[src/inc/isp_hex_regs.vh]
`ifndef ISP_HEX_REGS_VH
`define ISP_HEX_REGS_VH
// Character framing
`define HEX_DATA_BITS 4'h8
// Start-of-frame character ':'
`define HEX_START_CHAR 8'h3A
// Data program record type
`define HEX_TYPE_DATA 8'h00
// Sync character from host for baud measurement ('U')
`define HEX_SYNC_CHAR 8'h55
// Shortest accepted bit period, in clock cycles
`define HEX_MIN_BIT 16'h0008
// Bit period used until the first measurement
`define HEX_DEF_BIT 16'h015B
// FIFO depth and width
`define HEX_FIFO_DEPTH 8
`define HEX_FIFO_WIDTH 8
`endif

[src/hex_fifo.v]
`timescale 1ns/1ps
`include "isp_hex_regs.vh"
module hex_fifo #(
    parameter WIDTH = `HEX_FIFO_WIDTH,
    parameter DEPTH = `HEX_FIFO_DEPTH,
    parameter AW = 3
) (
    // Clock and reset
    input wire clk,
    input wire rst,
    // Fill side
    input wire in_valid,
    output wire in_ready,
    input wire [WIDTH-1:0] in_data,
    // Drain side
    output wire out_valid,
    input wire out_ready,
    output wire [WIDTH-1:0] out_data
);
    reg [WIDTH-1:0] mem [0:DEPTH-1];
    reg [AW-1:0] wr_r;
    reg [AW-1:0] rd_r;
    reg [AW:0] cnt_r;
    wire push;
    wire pop;
    assign in_ready = (cnt_r != DEPTH[AW:0]);
    assign out_valid = (cnt_r != {(AW+1){1'b0}});
    assign out_data = mem[rd_r];
    assign push = in_valid && in_ready;
    assign pop = out_valid && out_ready;
    always @(posedge clk)
    begin
        if (push)
            mem[wr_r] <= in_data;
    end
    always @(posedge clk or posedge rst)
    begin
        if (rst)
        begin
            wr_r <= {AW{1'b0}};
            rd_r <= {AW{1'b0}};
            cnt_r <= {(AW+1){1'b0}};
        end
        else
        begin
            if (push)
                wr_r <= (wr_r == DEPTH[AW-1:0] - 1'b1) ? {AW{1'b0}}
                        : wr_r + 1'b1;
            if (pop)
                rd_r <= (rd_r == DEPTH[AW-1:0] - 1'b1) ? {AW{1'b0}}
                        : rd_r + 1'b1;
            if (push && !pop)
                cnt_r <= cnt_r + 1'b1;
            else if (pop && !push)
                cnt_r <= cnt_r - 1'b1;
        end
    end
endmodule // hex_fifo

[src/isp_hex_record_receiver.v]
// Functional notes
// - 8N1 characters, no flow control
// - Measure host baud rate automatically
// - Colon starts every frame
// - Length byte counts data bytes
// - Load offset used for data records only
// - Record type selects command interpretation
// - Zero or more data bytes accepted
// - Hex digit pairs become bytes
// - Frame accepted when byte sum zero
`timescale 1ns/1ps
`include "isp_hex_regs.vh"
module isp_hex_record_receiver #(
    parameter FIFO_DEPTH = `HEX_FIFO_DEPTH
) (
    // Clock and reset
    input wire clk,
    input wire rst,
    // Serial line from host
    input wire rxd,
    // Baud status
    output reg baud_locked,
    output reg [15:0] bit_period,
    // Frame header, valid from the type byte until next colon
    output reg frame_start,
    output reg [7:0] rec_type,
    output reg [7:0] rec_len,
    output reg [15:0] load_addr,
    output reg load_addr_valid,
    // Data bytes, held back in the FIFO
    output reg data_valid,
    input wire data_ready,
    output reg [7:0] data_byte,
    output reg [15:0] data_addr,
    // Frame verdict pulses
    output reg frame_ok,
    output reg frame_err,
    output reg overflow
);
    localparam RX_IDLE = 2'h0;
    localparam RX_START = 2'h1;
    localparam RX_BITS = 2'h2;
    localparam RX_STOP = 2'h3;
    localparam F_HUNT = 3'h0;
    localparam F_LEN = 3'h1;
    localparam F_ADDR = 3'h2;
    localparam F_TYPE = 3'h3;
    localparam F_DATA = 3'h4;
    localparam F_SUM = 3'h5;

    reg rx_m_r;
    reg rx_s_r;
    reg rx_d_r;
    always @(posedge clk or posedge rst)
    begin
        if (rst)
        begin
            rx_m_r <= 1'b1;
            rx_s_r <= 1'b1;
            rx_d_r <= 1'b1;
        end
        else
        begin
            rx_m_r <= rxd;
            rx_s_r <= rx_m_r;
            rx_d_r <= rx_s_r;
        end
    end
    wire fall = rx_d_r && !rx_s_r;

    // Autobaud: host first sends 'U'; the start bit low time is one bit.
    // Only the start bit is timed, so a noisy first edge gives a bad rate
    // that is kept until reset, since the lock is never released.
    reg [15:0] meas_r;
    reg measuring_r;
    always @(posedge clk or posedge rst)
    begin
        if (rst)
        begin
            meas_r <= 16'h0000;
            measuring_r <= 1'b0;
            baud_locked <= 1'b0;
            bit_period <= `HEX_DEF_BIT;
        end
        else if (!baud_locked)
        begin
            if (!measuring_r && fall)
            begin
                measuring_r <= 1'b1;
                meas_r <= 16'h0001;
            end
            else if (measuring_r && !rx_s_r)
                meas_r <= (meas_r == 16'hFFFF) ? meas_r : meas_r + 16'h0001;
            else if (measuring_r)
            begin
                measuring_r <= 1'b0;
                if (meas_r >= `HEX_MIN_BIT)
                begin
                    bit_period <= meas_r;
                    baud_locked <= 1'b1;
                end
            end
        end
    end

    // UART receiver, 8 data bits, 1 stop bit, no parity
    reg [1:0] rx_st_r;
    reg [15:0] tick_r;
    reg [3:0] nbit_r;
    reg [7:0] sh_r;
    reg ch_v_r;
    reg [7:0] ch_r;
    always @(posedge clk or posedge rst)
    begin
        if (rst)
        begin
            rx_st_r <= RX_IDLE;
            tick_r <= 16'h0000;
            nbit_r <= 4'h0;
            sh_r <= 8'h00;
            ch_v_r <= 1'b0;
            ch_r <= 8'h00;
        end
        else
        begin
            ch_v_r <= 1'b0;
            case (rx_st_r)
                RX_IDLE:
                    if (fall && baud_locked)
                    begin
                        rx_st_r <= RX_START;
                        tick_r <= {1'b0, bit_period[15:1]};
                    end
                RX_START:
                    if (tick_r == 16'h0000)
                    begin
                        tick_r <= bit_period - 16'h0001;
                        nbit_r <= 4'h0;
                        rx_st_r <= rx_s_r ? RX_IDLE : RX_BITS;
                    end
                    else
                        tick_r <= tick_r - 16'h0001;
                RX_BITS:
                    if (tick_r == 16'h0000)
                    begin
                        tick_r <= bit_period - 16'h0001;
                        sh_r <= {rx_s_r, sh_r[7:1]};
                        nbit_r <= nbit_r + 4'h1;
                        if (nbit_r == `HEX_DATA_BITS - 4'h1)
                            rx_st_r <= RX_STOP;
                    end
                    else
                        tick_r <= tick_r - 16'h0001;
                RX_STOP:
                    if (tick_r == 16'h0000)
                    begin
                        rx_st_r <= RX_IDLE;
                        // Framing error drops the character
                        ch_v_r <= rx_s_r;
                        ch_r <= sh_r;
                    end
                    else
                        tick_r <= tick_r - 16'h0001;
                default:
                    rx_st_r <= RX_IDLE;
            endcase
        end
    end

    // ASCII hex digit decode
    reg [3:0] nib;
    reg is_hex;
    always @*
    begin
        is_hex = 1'b1;
        nib = 4'h0;
        if (ch_r >= 8'h30 && ch_r <= 8'h39)
            nib = ch_r[3:0];
        else if ((ch_r >= 8'h41 && ch_r <= 8'h46) ||
                 (ch_r >= 8'h61 && ch_r <= 8'h66))
            nib = ch_r[3:0] + 4'h9;
        else
            is_hex = 1'b0;
    end

    // Frame parser
    reg [2:0] f_st_r;
    reg half_r;
    reg [3:0] hi_r;
    reg [7:0] sum_r;
    reg [7:0] left_r;
    reg ab_r;
    reg [15:0] addr_r;
    wire fifo_in_ready;
    wire byte_done = ch_v_r && is_hex && half_r;
    wire [7:0] byte_v = {hi_r, nib};
    wire [7:0] sum_n = sum_r + byte_v;
    reg push_r;
    reg [7:0] push_d_r;
    always @(posedge clk or posedge rst)
    begin
        if (rst)
        begin
            f_st_r <= F_HUNT;
            half_r <= 1'b0;
            hi_r <= 4'h0;
            sum_r <= 8'h00;
            left_r <= 8'h00;
            ab_r <= 1'b0;
            addr_r <= 16'h0000;
            push_r <= 1'b0;
            push_d_r <= 8'h00;
            frame_start <= 1'b0;
            rec_type <= 8'h00;
            rec_len <= 8'h00;
            load_addr <= 16'h0000;
            load_addr_valid <= 1'b0;
            frame_ok <= 1'b0;
            frame_err <= 1'b0;
            overflow <= 1'b0;
        end
        else
        begin
            frame_start <= 1'b0;
            frame_ok <= 1'b0;
            frame_err <= 1'b0;
            // Judged at the push itself, so a pop in between is no loss
            overflow <= push_r && !fifo_in_ready;
            push_r <= 1'b0;
            if (ch_v_r && ch_r == `HEX_START_CHAR)
            begin
                // A colon always restarts, even mid-frame
                f_st_r <= F_LEN;
                half_r <= 1'b0;
                sum_r <= 8'h00;
                ab_r <= 1'b0;
                frame_start <= 1'b1;
                load_addr_valid <= 1'b0;
                if (f_st_r != F_HUNT)
                    frame_err <= 1'b1;
            end
            else if (ch_v_r && f_st_r != F_HUNT && !is_hex)
            begin
                f_st_r <= F_HUNT;
                frame_err <= 1'b1;
            end
            else if (ch_v_r && f_st_r != F_HUNT)
            begin
                half_r <= !half_r;
                hi_r <= nib;
            end
            if (byte_done && f_st_r != F_HUNT)
            begin
                sum_r <= sum_n;
                case (f_st_r)
                    F_LEN:
                    begin
                        rec_len <= byte_v;
                        left_r <= byte_v;
                        f_st_r <= F_ADDR;
                    end
                    F_ADDR:
                    begin
                        addr_r <= {addr_r[7:0], byte_v};
                        ab_r <= 1'b1;
                        if (ab_r)
                            f_st_r <= F_TYPE;
                    end
                    F_TYPE:
                    begin
                        rec_type <= byte_v;
                        load_addr <= addr_r;
                        load_addr_valid <= (byte_v == `HEX_TYPE_DATA);
                        f_st_r <= (left_r == 8'h00) ? F_SUM : F_DATA;
                    end
                    F_DATA:
                    begin
                        push_r <= 1'b1;
                        push_d_r <= byte_v;
                        left_r <= left_r - 8'h01;
                        if (left_r == 8'h01)
                            f_st_r <= F_SUM;
                    end
                    F_SUM:
                    begin
                        f_st_r <= F_HUNT;
                        frame_ok <= (sum_n == 8'h00);
                        frame_err <= (sum_n != 8'h00);
                    end
                    default:
                        f_st_r <= F_HUNT;
                endcase
            end
        end
    end

    wire fifo_out_valid;
    wire [7:0] fifo_out_data;
    wire fifo_pop = fifo_out_valid && (!data_valid || data_ready);
    hex_fifo #(
        .WIDTH(8),
        .DEPTH(FIFO_DEPTH),
        .AW(3)
    ) u_fifo (
        .clk(clk),
        .rst(rst),
        .in_valid(push_r),
        .in_ready(fifo_in_ready),
        .in_data(push_d_r),
        .out_valid(fifo_out_valid),
        .out_ready(fifo_pop),
        .out_data(fifo_out_data)
    );

    // Output register stage; address advances per delivered data byte
    always @(posedge clk or posedge rst)
    begin
        if (rst)
        begin
            data_valid <= 1'b0;
            data_byte <= 8'h00;
            data_addr <= 16'h0000;
        end
        else
        begin
            if (frame_start)
                data_addr <= 16'h0000;
            else if (load_addr_valid && f_st_r == F_DATA && !data_valid &&
                     !fifo_out_valid && data_addr == 16'h0000)
                data_addr <= load_addr;
            else if (data_valid && data_ready)
                data_addr <= data_addr + 16'h0001;
            if (fifo_pop)
            begin
                data_valid <= 1'b1;
                data_byte <= fifo_out_data;
            end
            else if (data_ready)
                data_valid <= 1'b0;
        end
    end
endmodule // isp_hex_record_receiver

[config.mk]
export PLATFORM = sky130hd
export DESIGN_NAME = isp_hex_record_receiver
export DESIGN_NICKNAME = d
export VERILOG_FILES = /design/src/hex_fifo.v /design/src/isp_hex_record_receiver.v
export VERILOG_INCLUDE_DIRS = /design/src /design/src/inc
export SDC_FILE = /design/constraint.sdc
export NUM_CORES = 1
export LEC_CHECK = 0
export CORE_UTILIZATION = 55
export DETAILED_ROUTE_END_ITERATION = 16
export DONT_BUFFER_PORTS = 1
export PLACE_DENSITY = 0.7
export SYNTH_ARGS = -nofsm -noshare
export SYNTH_HDL_FRONTEND = slang
export SYNTH_SLANG_ARGS = --single-unit
[constraint.sdc]
create_clock -name clk -period 8.5 [get_ports clk]
set_input_delay 2.55 -clock clk [delete_from_list [all_inputs] [get_ports clk]]
set_output_delay 2.55 -clock clk [all_outputs]
set_load 0.005 [all_outputs]
After elaboration in Yosys (flattened, before gate mapping)
Memories as Yosys holds them, arrays and structs flattened. A register that Yosys moved wholly into a read port is not among the register bits.
Index checks and enable logic that the tools add are counted.
- add/subtract/negate cells: 12
- magnitude comparators: 7
- eq/ne operators: 24
- multiplexer cells: 70
- bitwise operators: 5
- reductions and logical operators: 68
- operators with widths (kind ; number):
    $mux 16 ; 9
    $pmux 16 s3 ; 1
    $mux 1 ; 35
    $add 16x1->16 const B ; 2
    $logic_not 16->1 ; 2
    $sub 16x1->16 const B ; 2
    $logic_and 1x1->1 ; 24
    $logic_not 8->1 ; 3
    $mux 4 ; 6
    $mux 3 ; 7
    $reduce_and 2->1 ; 10
    $ne 2x2->1 const B ; 9
    $eq 16x16->1 const B ; 1
    $ge 16x4->1 const B ; 1
    $ge 8x7->1 const B ; 2
    $le 8x7->1 const B ; 2
    $mux 8 ; 2
    $pmux 8 s2 ; 1
    $reduce_bool 2->1 ; 7
    $eq 3x3->1 const B ; 4
    $mux 2 ; 6
    $pmux 3 s4 ; 1
    $reduce_and 5->1 ; 2
    $logic_not 1->1 ; 9
    26 further kinds ; 38
- register bits after elaboration: 190
- memory bits (writable): 64
- input bits: 4
- logic and storage cells: 222
- memories: 1
- memories (name ; depth ; bits a word ; rd ports ; clocked after Yosys merged registers in ; wr ports ; line ; RTL):
    u_fifo.mem ; 8 ; 8 ; 1 ; 1 ; 1 ; hex_fifo.v:20 ; reg [WIDTH-1:0] mem [0:DEPTH-1];

Depth between registers and ports, before layout
Gate-level depths: netlist (run 1).
- depth in word-level cells: 12
- depth in mapped cells: 15
- gate-level depth less buffers: 15

By module
A second synthesis (run 1) with hierarchy kept.
- cells, all modules: 1147
- area, all modules: 12754.7 um^2
- by module, submodules not included (module ; instances ; cells each ; area an instance (um^2) ; sequential area each (um^2)):
    isp_hex_record_receiver ; 1 ; 988 ; 9567.9 ; 4715.8
    hex_fifo ; 1 ; 159 ; 3186.8 ; 2172.1

Worst setup path after synthesis (run 1)
No wires, ideal clock.
- kind: in2reg
- start: in data_ready
- end: reg u_fifo.cnt_r[3]
- arrival time: 4250 ps
- path slack: 4125 ps
- stages: 12
- buffers on the path: 1
- cell sequence: inv_1 -> a21oi_1 -> clkbuf_1 -> inv_1 -> ha_1 -> inv_1 -> ha_1 -> a21o_1 -> a21oi_1 -> xnor2_1 -> nor2_1 -> xor2_1
- longest elaborated chain between the ends: 6
- elaborated cells on any way between the ends: 8
- ends and longest elaborated chain (what ; line ; RTL):
    start, declared ; isp_hex_record_receiver.v:32 ; input wire data_ready,
    $logic_or 1x1->1 (*) ; isp_hex_record_receiver.v:299 ; wire fifo_pop = fifo_out_valid && (!data_valid || data_ready);
    $logic_and 1x1->1 (*) ; isp_hex_record_receiver.v:299 ;
    $logic_and 1x1->1 (*) ; hex_fifo.v:30 ; assign pop = out_valid && out_ready;
    $logic_not 1->1 ; hex_fifo.v:52 ; if (push && !pop)
    $logic_and 1x1->1 ; hex_fifo.v:52 ;
    $mux 4 / $reduce_bool 2->1 (equally long branches) ; n/a ;
    end signal, assigned ; hex_fifo.v:42 ; cnt_r <= {(AW+1){1'b0}};
    end signal, assigned ; hex_fifo.v:53 ; cnt_r <= cnt_r + 1'b1;
    end signal, assigned ; hex_fifo.v:55 ; cnt_r <= cnt_r - 1'b1;
    end, declared ; hex_fifo.v:23 ; reg [AW:0] cnt_r;
Every way passes the cells marked *; elsewhere a longest branch is shown, timed or not.
A chain may end at the register's enable or synchronous reset.

Worst setup path after layout (run 1)
Same ends and word-level chain as after synthesis.

==> flow_summary.toml, run 1 <==
[power]
seqPwrFrac = 0.437
p_switching_w = 0.00111
power_density_nw_per_um2 = 260
p_leak_nw = 5.77
comb_power_share = 0.229
internal_power_w = 0.00245
switching_share = 0.312
clkPwrFrac = 0.335
p_total_w = 0.00356
ir_drop_v = 0.000213

[route]
vias = 8248
post_drt_wl_per_cell_um = 18.3
first_pass_iters = 5
initialDrtViolationCount = 653
drt-met1-wl_um = 12100
viasPerCell = 5.88
dr_wl_met2_um = 11800
top_layer_used = "met4"
wl_um = 25700
met3_length_um = 1320
ant_nets = 0
drc_errors = 0

[finish]
n_antenna_cell = 0
layout-drive-gt1-share = 0.151
fin_nets = 1138
area_growth_pct = 9.23
post-route-cell-area_sq_um = 13700
final_cell_mix = "dfrtp_1 (189), nand2_1 (149), nor2_1 (80)"
layout_commonest_cell = "dfrtp_1"
stdcell_count = 1402

[worst_setup_path]
slowest_stage = "buf_4"
worstSetupStartpointType = "primary input"
cp_top_family = "compound AO/OA/AOI/OAI gates"
crit_chain = "inv_1 -> a21oi_1 -> buf_4 -> inv_1 -> ha_1 -> inv_1 -> ha_1 -> a21o_1 -> a21oi_1 -> xnor2_1 -> nor2_1 -> xor2_1"
cp_num_buf_inv = 4
ff2ff_setup_slack_ps = 4880
setup.worst_path.class = "in2reg"
critPathCaptureType = "flop"
cp_common_cell = "inv_1"
reg2reg_to = "frame_ok"
slowest_delay_ps = 250
cp_max_fo = 20
path_depth = 12
critical_path_arrival_ps = 4340
reg2reg_from = "ch_r[3]"
reg2reg_depth = 12
crit_required_ps = 8920

[yosys]
syn_area_per_cell_sq_um = 11.3
async_flop_share = 0.756
synthesis.area_sq_um = 12500
seq_area_frac_synth = 0.550
netlist-cell-type-count = 81
synth-main-ff-cell = "dfrtp_1"
synth_seq_cells = 262
synthCells = 1105
synth_edf_count = 64
syn_nets = 1143
synth_warnings = 0

[flow_run]
max_cap_viol_count = 0

[floorplan]
dieArea_sq_um = 23400
io_pins = 83
die_h_um = 153
die_w_um = 153
core-area_sq_um = 22100
initial_utilization = 0.566
rows = 54

[status]
status = "complete, no violations"

[min_path]
hold_path_class = "reg2reg"
worstHoldEndpoint = "rx_s_r"
min_from = "rx_m_r"
hold_depth = 0

[placed_design]
place_congestion = 0.831
place_inst = 1350
place_ws_ps = 4050
dpl.hpwl_um = 16900
dpl_cell_area_sq_um = 12800
port_buffers = 0

[sta]
slew_headroom = 0.259
worst_pin_slew_ps = 1110
fmax_ghz = 0.255
fin_skew_ps = 9.99
worst_slack_ps = 4580
setup_violations = 0
tns_ps = 0
maxSlewViolCount = 0
post-route-period-util = 0.461
rsz0062_at_grt = "no"
hold_viol_final = 0
fin_crit_ps = 3920

[global_routing]
grt_usage = 0.229
grt_overflow_total = 0
first_global_vias = 8339
grt_pass1_wl_um = 43800
grt_max_degree = 133
antenna_found_initial = 0

[cts]
ctsResizeCount = 0
htreeDepth = 1
post-cts-setup-buffers = 0
clockBufferDepth = 3
clkSinkCount = 262
cts_buffers = 28
clk-insertion-delay-late_ps = 540
clock-root-buffer = "clkbuf_16"
path_clk_slew_ps = 60
cts_tree = "built"
ctsHoldBuffers = 0
cell families (layout without fill, tap and decap cells):
| group | Yosys count | in the layout | share of synthesized area |
|---|---|---|---|
| mux | 94 | 94 | 0.100 |
| buf+inv | 83 | 100 | 0.0276 |
| simple gates | 389 | 389 | 0.151 |
| fa+ha+maj | 34 | 34 | 0.0352 |
| xor+xnor | 60 | 60 | 0.0420 |
| flops | 262 | 262 | 0.550 |
| compound gates | 183 | 183 | 0.0935 |
power groups by stage:
stage	registers [W]	clock network (W)	logic (W)
final	0.00155	0.00119	0.000814
after global routing	0.00158	0.00127	0.000917
after CTS	0.00155	0.00122	0.000816
after detailed placement	0.00158	0	0.000812
after global placement	0.00157	0	0.000794
after floorplan	0.00151	0	0.000704
per-stage QoR:
| step | hold WS [ps] | util |
|---|---|---|
| 5_1_grt | 362 | 0.619 |
| 3_3_place_gp | 345 | 0.577 |
| 2_1_floorplan | 345 | - |
| 3_5_place_dp | 348 | 0.577 |
| 4_1_cts | 354 | 0.619 |
| 6_report | 353 | 0.619 |
state kept, by name (all words and copies together), names as in the netlist, 8 cells and up, named ones only:
| name | count |
|---|---|
| data_addr | 16 |
| tick_r | 16 |
| left_r | 8 |
| meas_r | 16 |
| sum_r | 8 |
| rec_len | 8 |
| sh_r | 8 |
| ch_r | 8 |
| data_byte | 8 |
| u_fifo.mem | 64 |
| push_d_r | 8 |
| addr_r | 16 |
| rec_type | 8 |
| bit_period | 16 |
| load_addr | 16 |
cells in the mapped netlist, types with 16 or more instances:
library cell	instances	share of area
xor2_1	29	0.020
xnor2_1	31	0.022
o21ai_0	51	0.020
nand4_1	19	0.0095
nor3_1	27	0.011
mux2_2	54	0.049
dfrtp_1	189	0.38
nand2_1	149	0.045
mux4_2	16	0.029
nand3_1	31	0.012
nor2_1	80	0.024
a21oi_1	54	0.022
edfxtp_1	64	0.15
ha_1	32	0.032
clkbuf_1	31	0.0093
inv_1	36	0.011
routing by layer:
metal	vias to the layer above	GRT usage
met5	-	0
met4	0	0.0601
met2	185	0.360
met3	41	0.0420
met1	4077	0.329
li1	3945	-
final cells by class:
cell class                      count  area (sq um)
Inverter                           36           143
Fill cell                        1773          8420
Tap cell                          280           350
Timing Repair Buffer               12          90.1
Clock buffer                       42           825
Clock inverter                     10          92.6
Sequential cell                   262          6890
Multi-Input combinational cell    760          5280
worst max path at each step:
| stage | from | end | slack [ps] |
|---|---|---|---|
| global route | data_ready | u_fifo.cnt_r[3] | 4480 |
| CTS | data_ready | u_fifo.cnt_r[3] | 4620 |
| floorplan | rst | async pin | 570 |
| detailed placement | data_ready | u_fifo.cnt_r[3] | 4050 |
| finish | data_ready | u_fifo.cnt_r[3] | 4580 |
| global placement | data_ready | u_fifo.cnt_r[3] | 4130 |
Note: power is estimated with default switching activity, not from simulation.
==> run 2, diff against run 1 <==
Clock period 8.5 ns to 4 ns, I/O delays scaled along.
==> flow_summary.toml, run 2 (same netlist as run 1, synthesis figures left out) <==
[worst_setup_path]
cp_num_buf_inv = 1
startpoint = "ch_r[3]"
setup.worst_path.class = "reg2reg"
critPathCaptureType = "flop"
reg2reg_to = "frame_ok"
cp_max_fo = 9
worstSetupStartpointType = "flop"
critical_path_arrival_ps = 3800
crit_required_ps = 4470
endpoint = "frame_ok"
reg2reg_depth = 11
ff2ff_setup_slack_ps = 670
crit_chain = "or4b_4 -> a211oi_2 -> nor2_1 -> or2_2 -> inv_1 -> ha_1 -> a211oi_1 -> o21bai_1 -> o41ai_1 -> xnor2_1 -> and3_1"
path_depth = 11
reg2reg_from = "ch_r[3]"
slowest_delay_ps = 580
cp_top_family = "simple AND/OR/NAND/NOR gates"
slowest_stage = "or4b_4"

[finish]
regMostFlops = "u_fifo.mem"
layout_commonest_cell = "dfrtp_1"
final_cell_mix = "dfrtp_1 (189), nand2_1 (149), nor2_1 (80)"
final_util = 0.622
area_growth_pct = 9.73
fin_nets = 1141
post-route-cell-area_sq_um = 13700
n_antenna_cell = 0
largest_reg_flops = 64
layout-drive-gt1-share = 0.148

[sta]
maxSlewViolCount = 0
setup_violations = 0
tns_ps = 0
holdWs_ps = 356
fin_skew_ps = 13.0
fmax_ghz = 0.300
post-route-period-util = 0.832
worst_pin_slew_ps = 1140
hold_viol_final = 0
slew_headroom = 0.237
worst_slack_ps = 671
fin_crit_ps = 3330
rsz0062_at_grt = "no"

[route]
post_drt_wl_per_cell_um = 18.3
initialDrtViolationCount = 601
vias = 8322
wl_um = 25700
viasPerCell = 5.92
drc_errors = 0
ant_nets = 0
first_pass_iters = 5

[floorplan]
core-area_sq_um = 22100
initial_utilization = 0.566
die_h_um = 153
die_w_um = 153
rows = 54
io_pins = 83
dieArea_sq_um = 23400

[cts]
cts_buffers = 28
path_clk_slew_ps = 50
htreeDepth = 1
post-cts-setup-buffers = 0
ctsHoldBuffers = 0
cts_tree = "built"
clock-root-buffer = "clkbuf_16"
clockBufferDepth = 3
clkSinkCount = 262
ctsResizeCount = 0
clk-insertion-delay-late_ps = 540

[power]
power_density_nw_per_um2 = 557
ir_drop_v = 0.000466
p_leak_nw = 5.79

[min_path]
hold_path_class = "reg2reg"
min_from = "rx_m_r"

[placed_design]
dpl_cell_area_sq_um = 12800
port_buffers = 0
dpl.hpwl_um = 17000
place_congestion = 0.831
place_ws_ps = 719

[flow_run]
max_cap_viol_count = 0

[global_routing]
grt_pass1_wl_um = 43000
first_global_vias = 8157
grt_overflow_total = 0
grt_usage = 0.228
antenna_found_initial = 0
grt_max_degree = 130

[status]
status = "complete, no violations"
[run 2: changes by cell type in the layout (fill, tap and decap cells not counted), sizes merged]
| cell | change |
|---|---|
| clkinvlp | -1 |
| inv | -2 |
| bufinv | +3 |
| buf | +3 |
[run 2: power breakdown]
group / switching, W / internal (W)
sequential: 0.000402 / 0.00295
combinational: 0.000920 / 0.000768
clock: 0.00102 / 0.00159
[run 2: layer usage]
layer	vias to the layer above	wire, um	track usage
met5	-	0	0
met4	0	565	0.0616
met3	44	1330	0.0377
met2	206	12000	0.360
met1	4104	11800	0.328
li1	3968	-	-
[run 2: per-stage QoR]
stage	instances	total power [W]
final	1405	0.00765
after detailed placement	1353	0.00507
after CTS	1405	0.00770
after floorplan	1105	0.00470
after global placement	1353	0.00503
after global routing	1405	0.00808
[run 2: how the worst min path moves through the flow]
| stage | end | slack, ps | cells past startpoint |
|---|---|---|---|
| final | rx_s_r | 360 | 0 |
| after detailed placement | rx_s_r | 350 | 0 |
| after CTS | rx_s_r | 360 | 0 |
| after global placement | rx_s_r | 350 | 0 |
| after floorplan | rx_s_r | 350 | 0 |
| after global routing | rx_s_r | 360 | 0 |
[run 2: cell type report]
class	instances	area, sq um
timing repair buffer	15	138
tap	280	350
inverter	36	139
clock inverter	10	158
sequential	262	6890
fill	1747	8360
clock buffer	42	773
multi-input combinational	760	5290
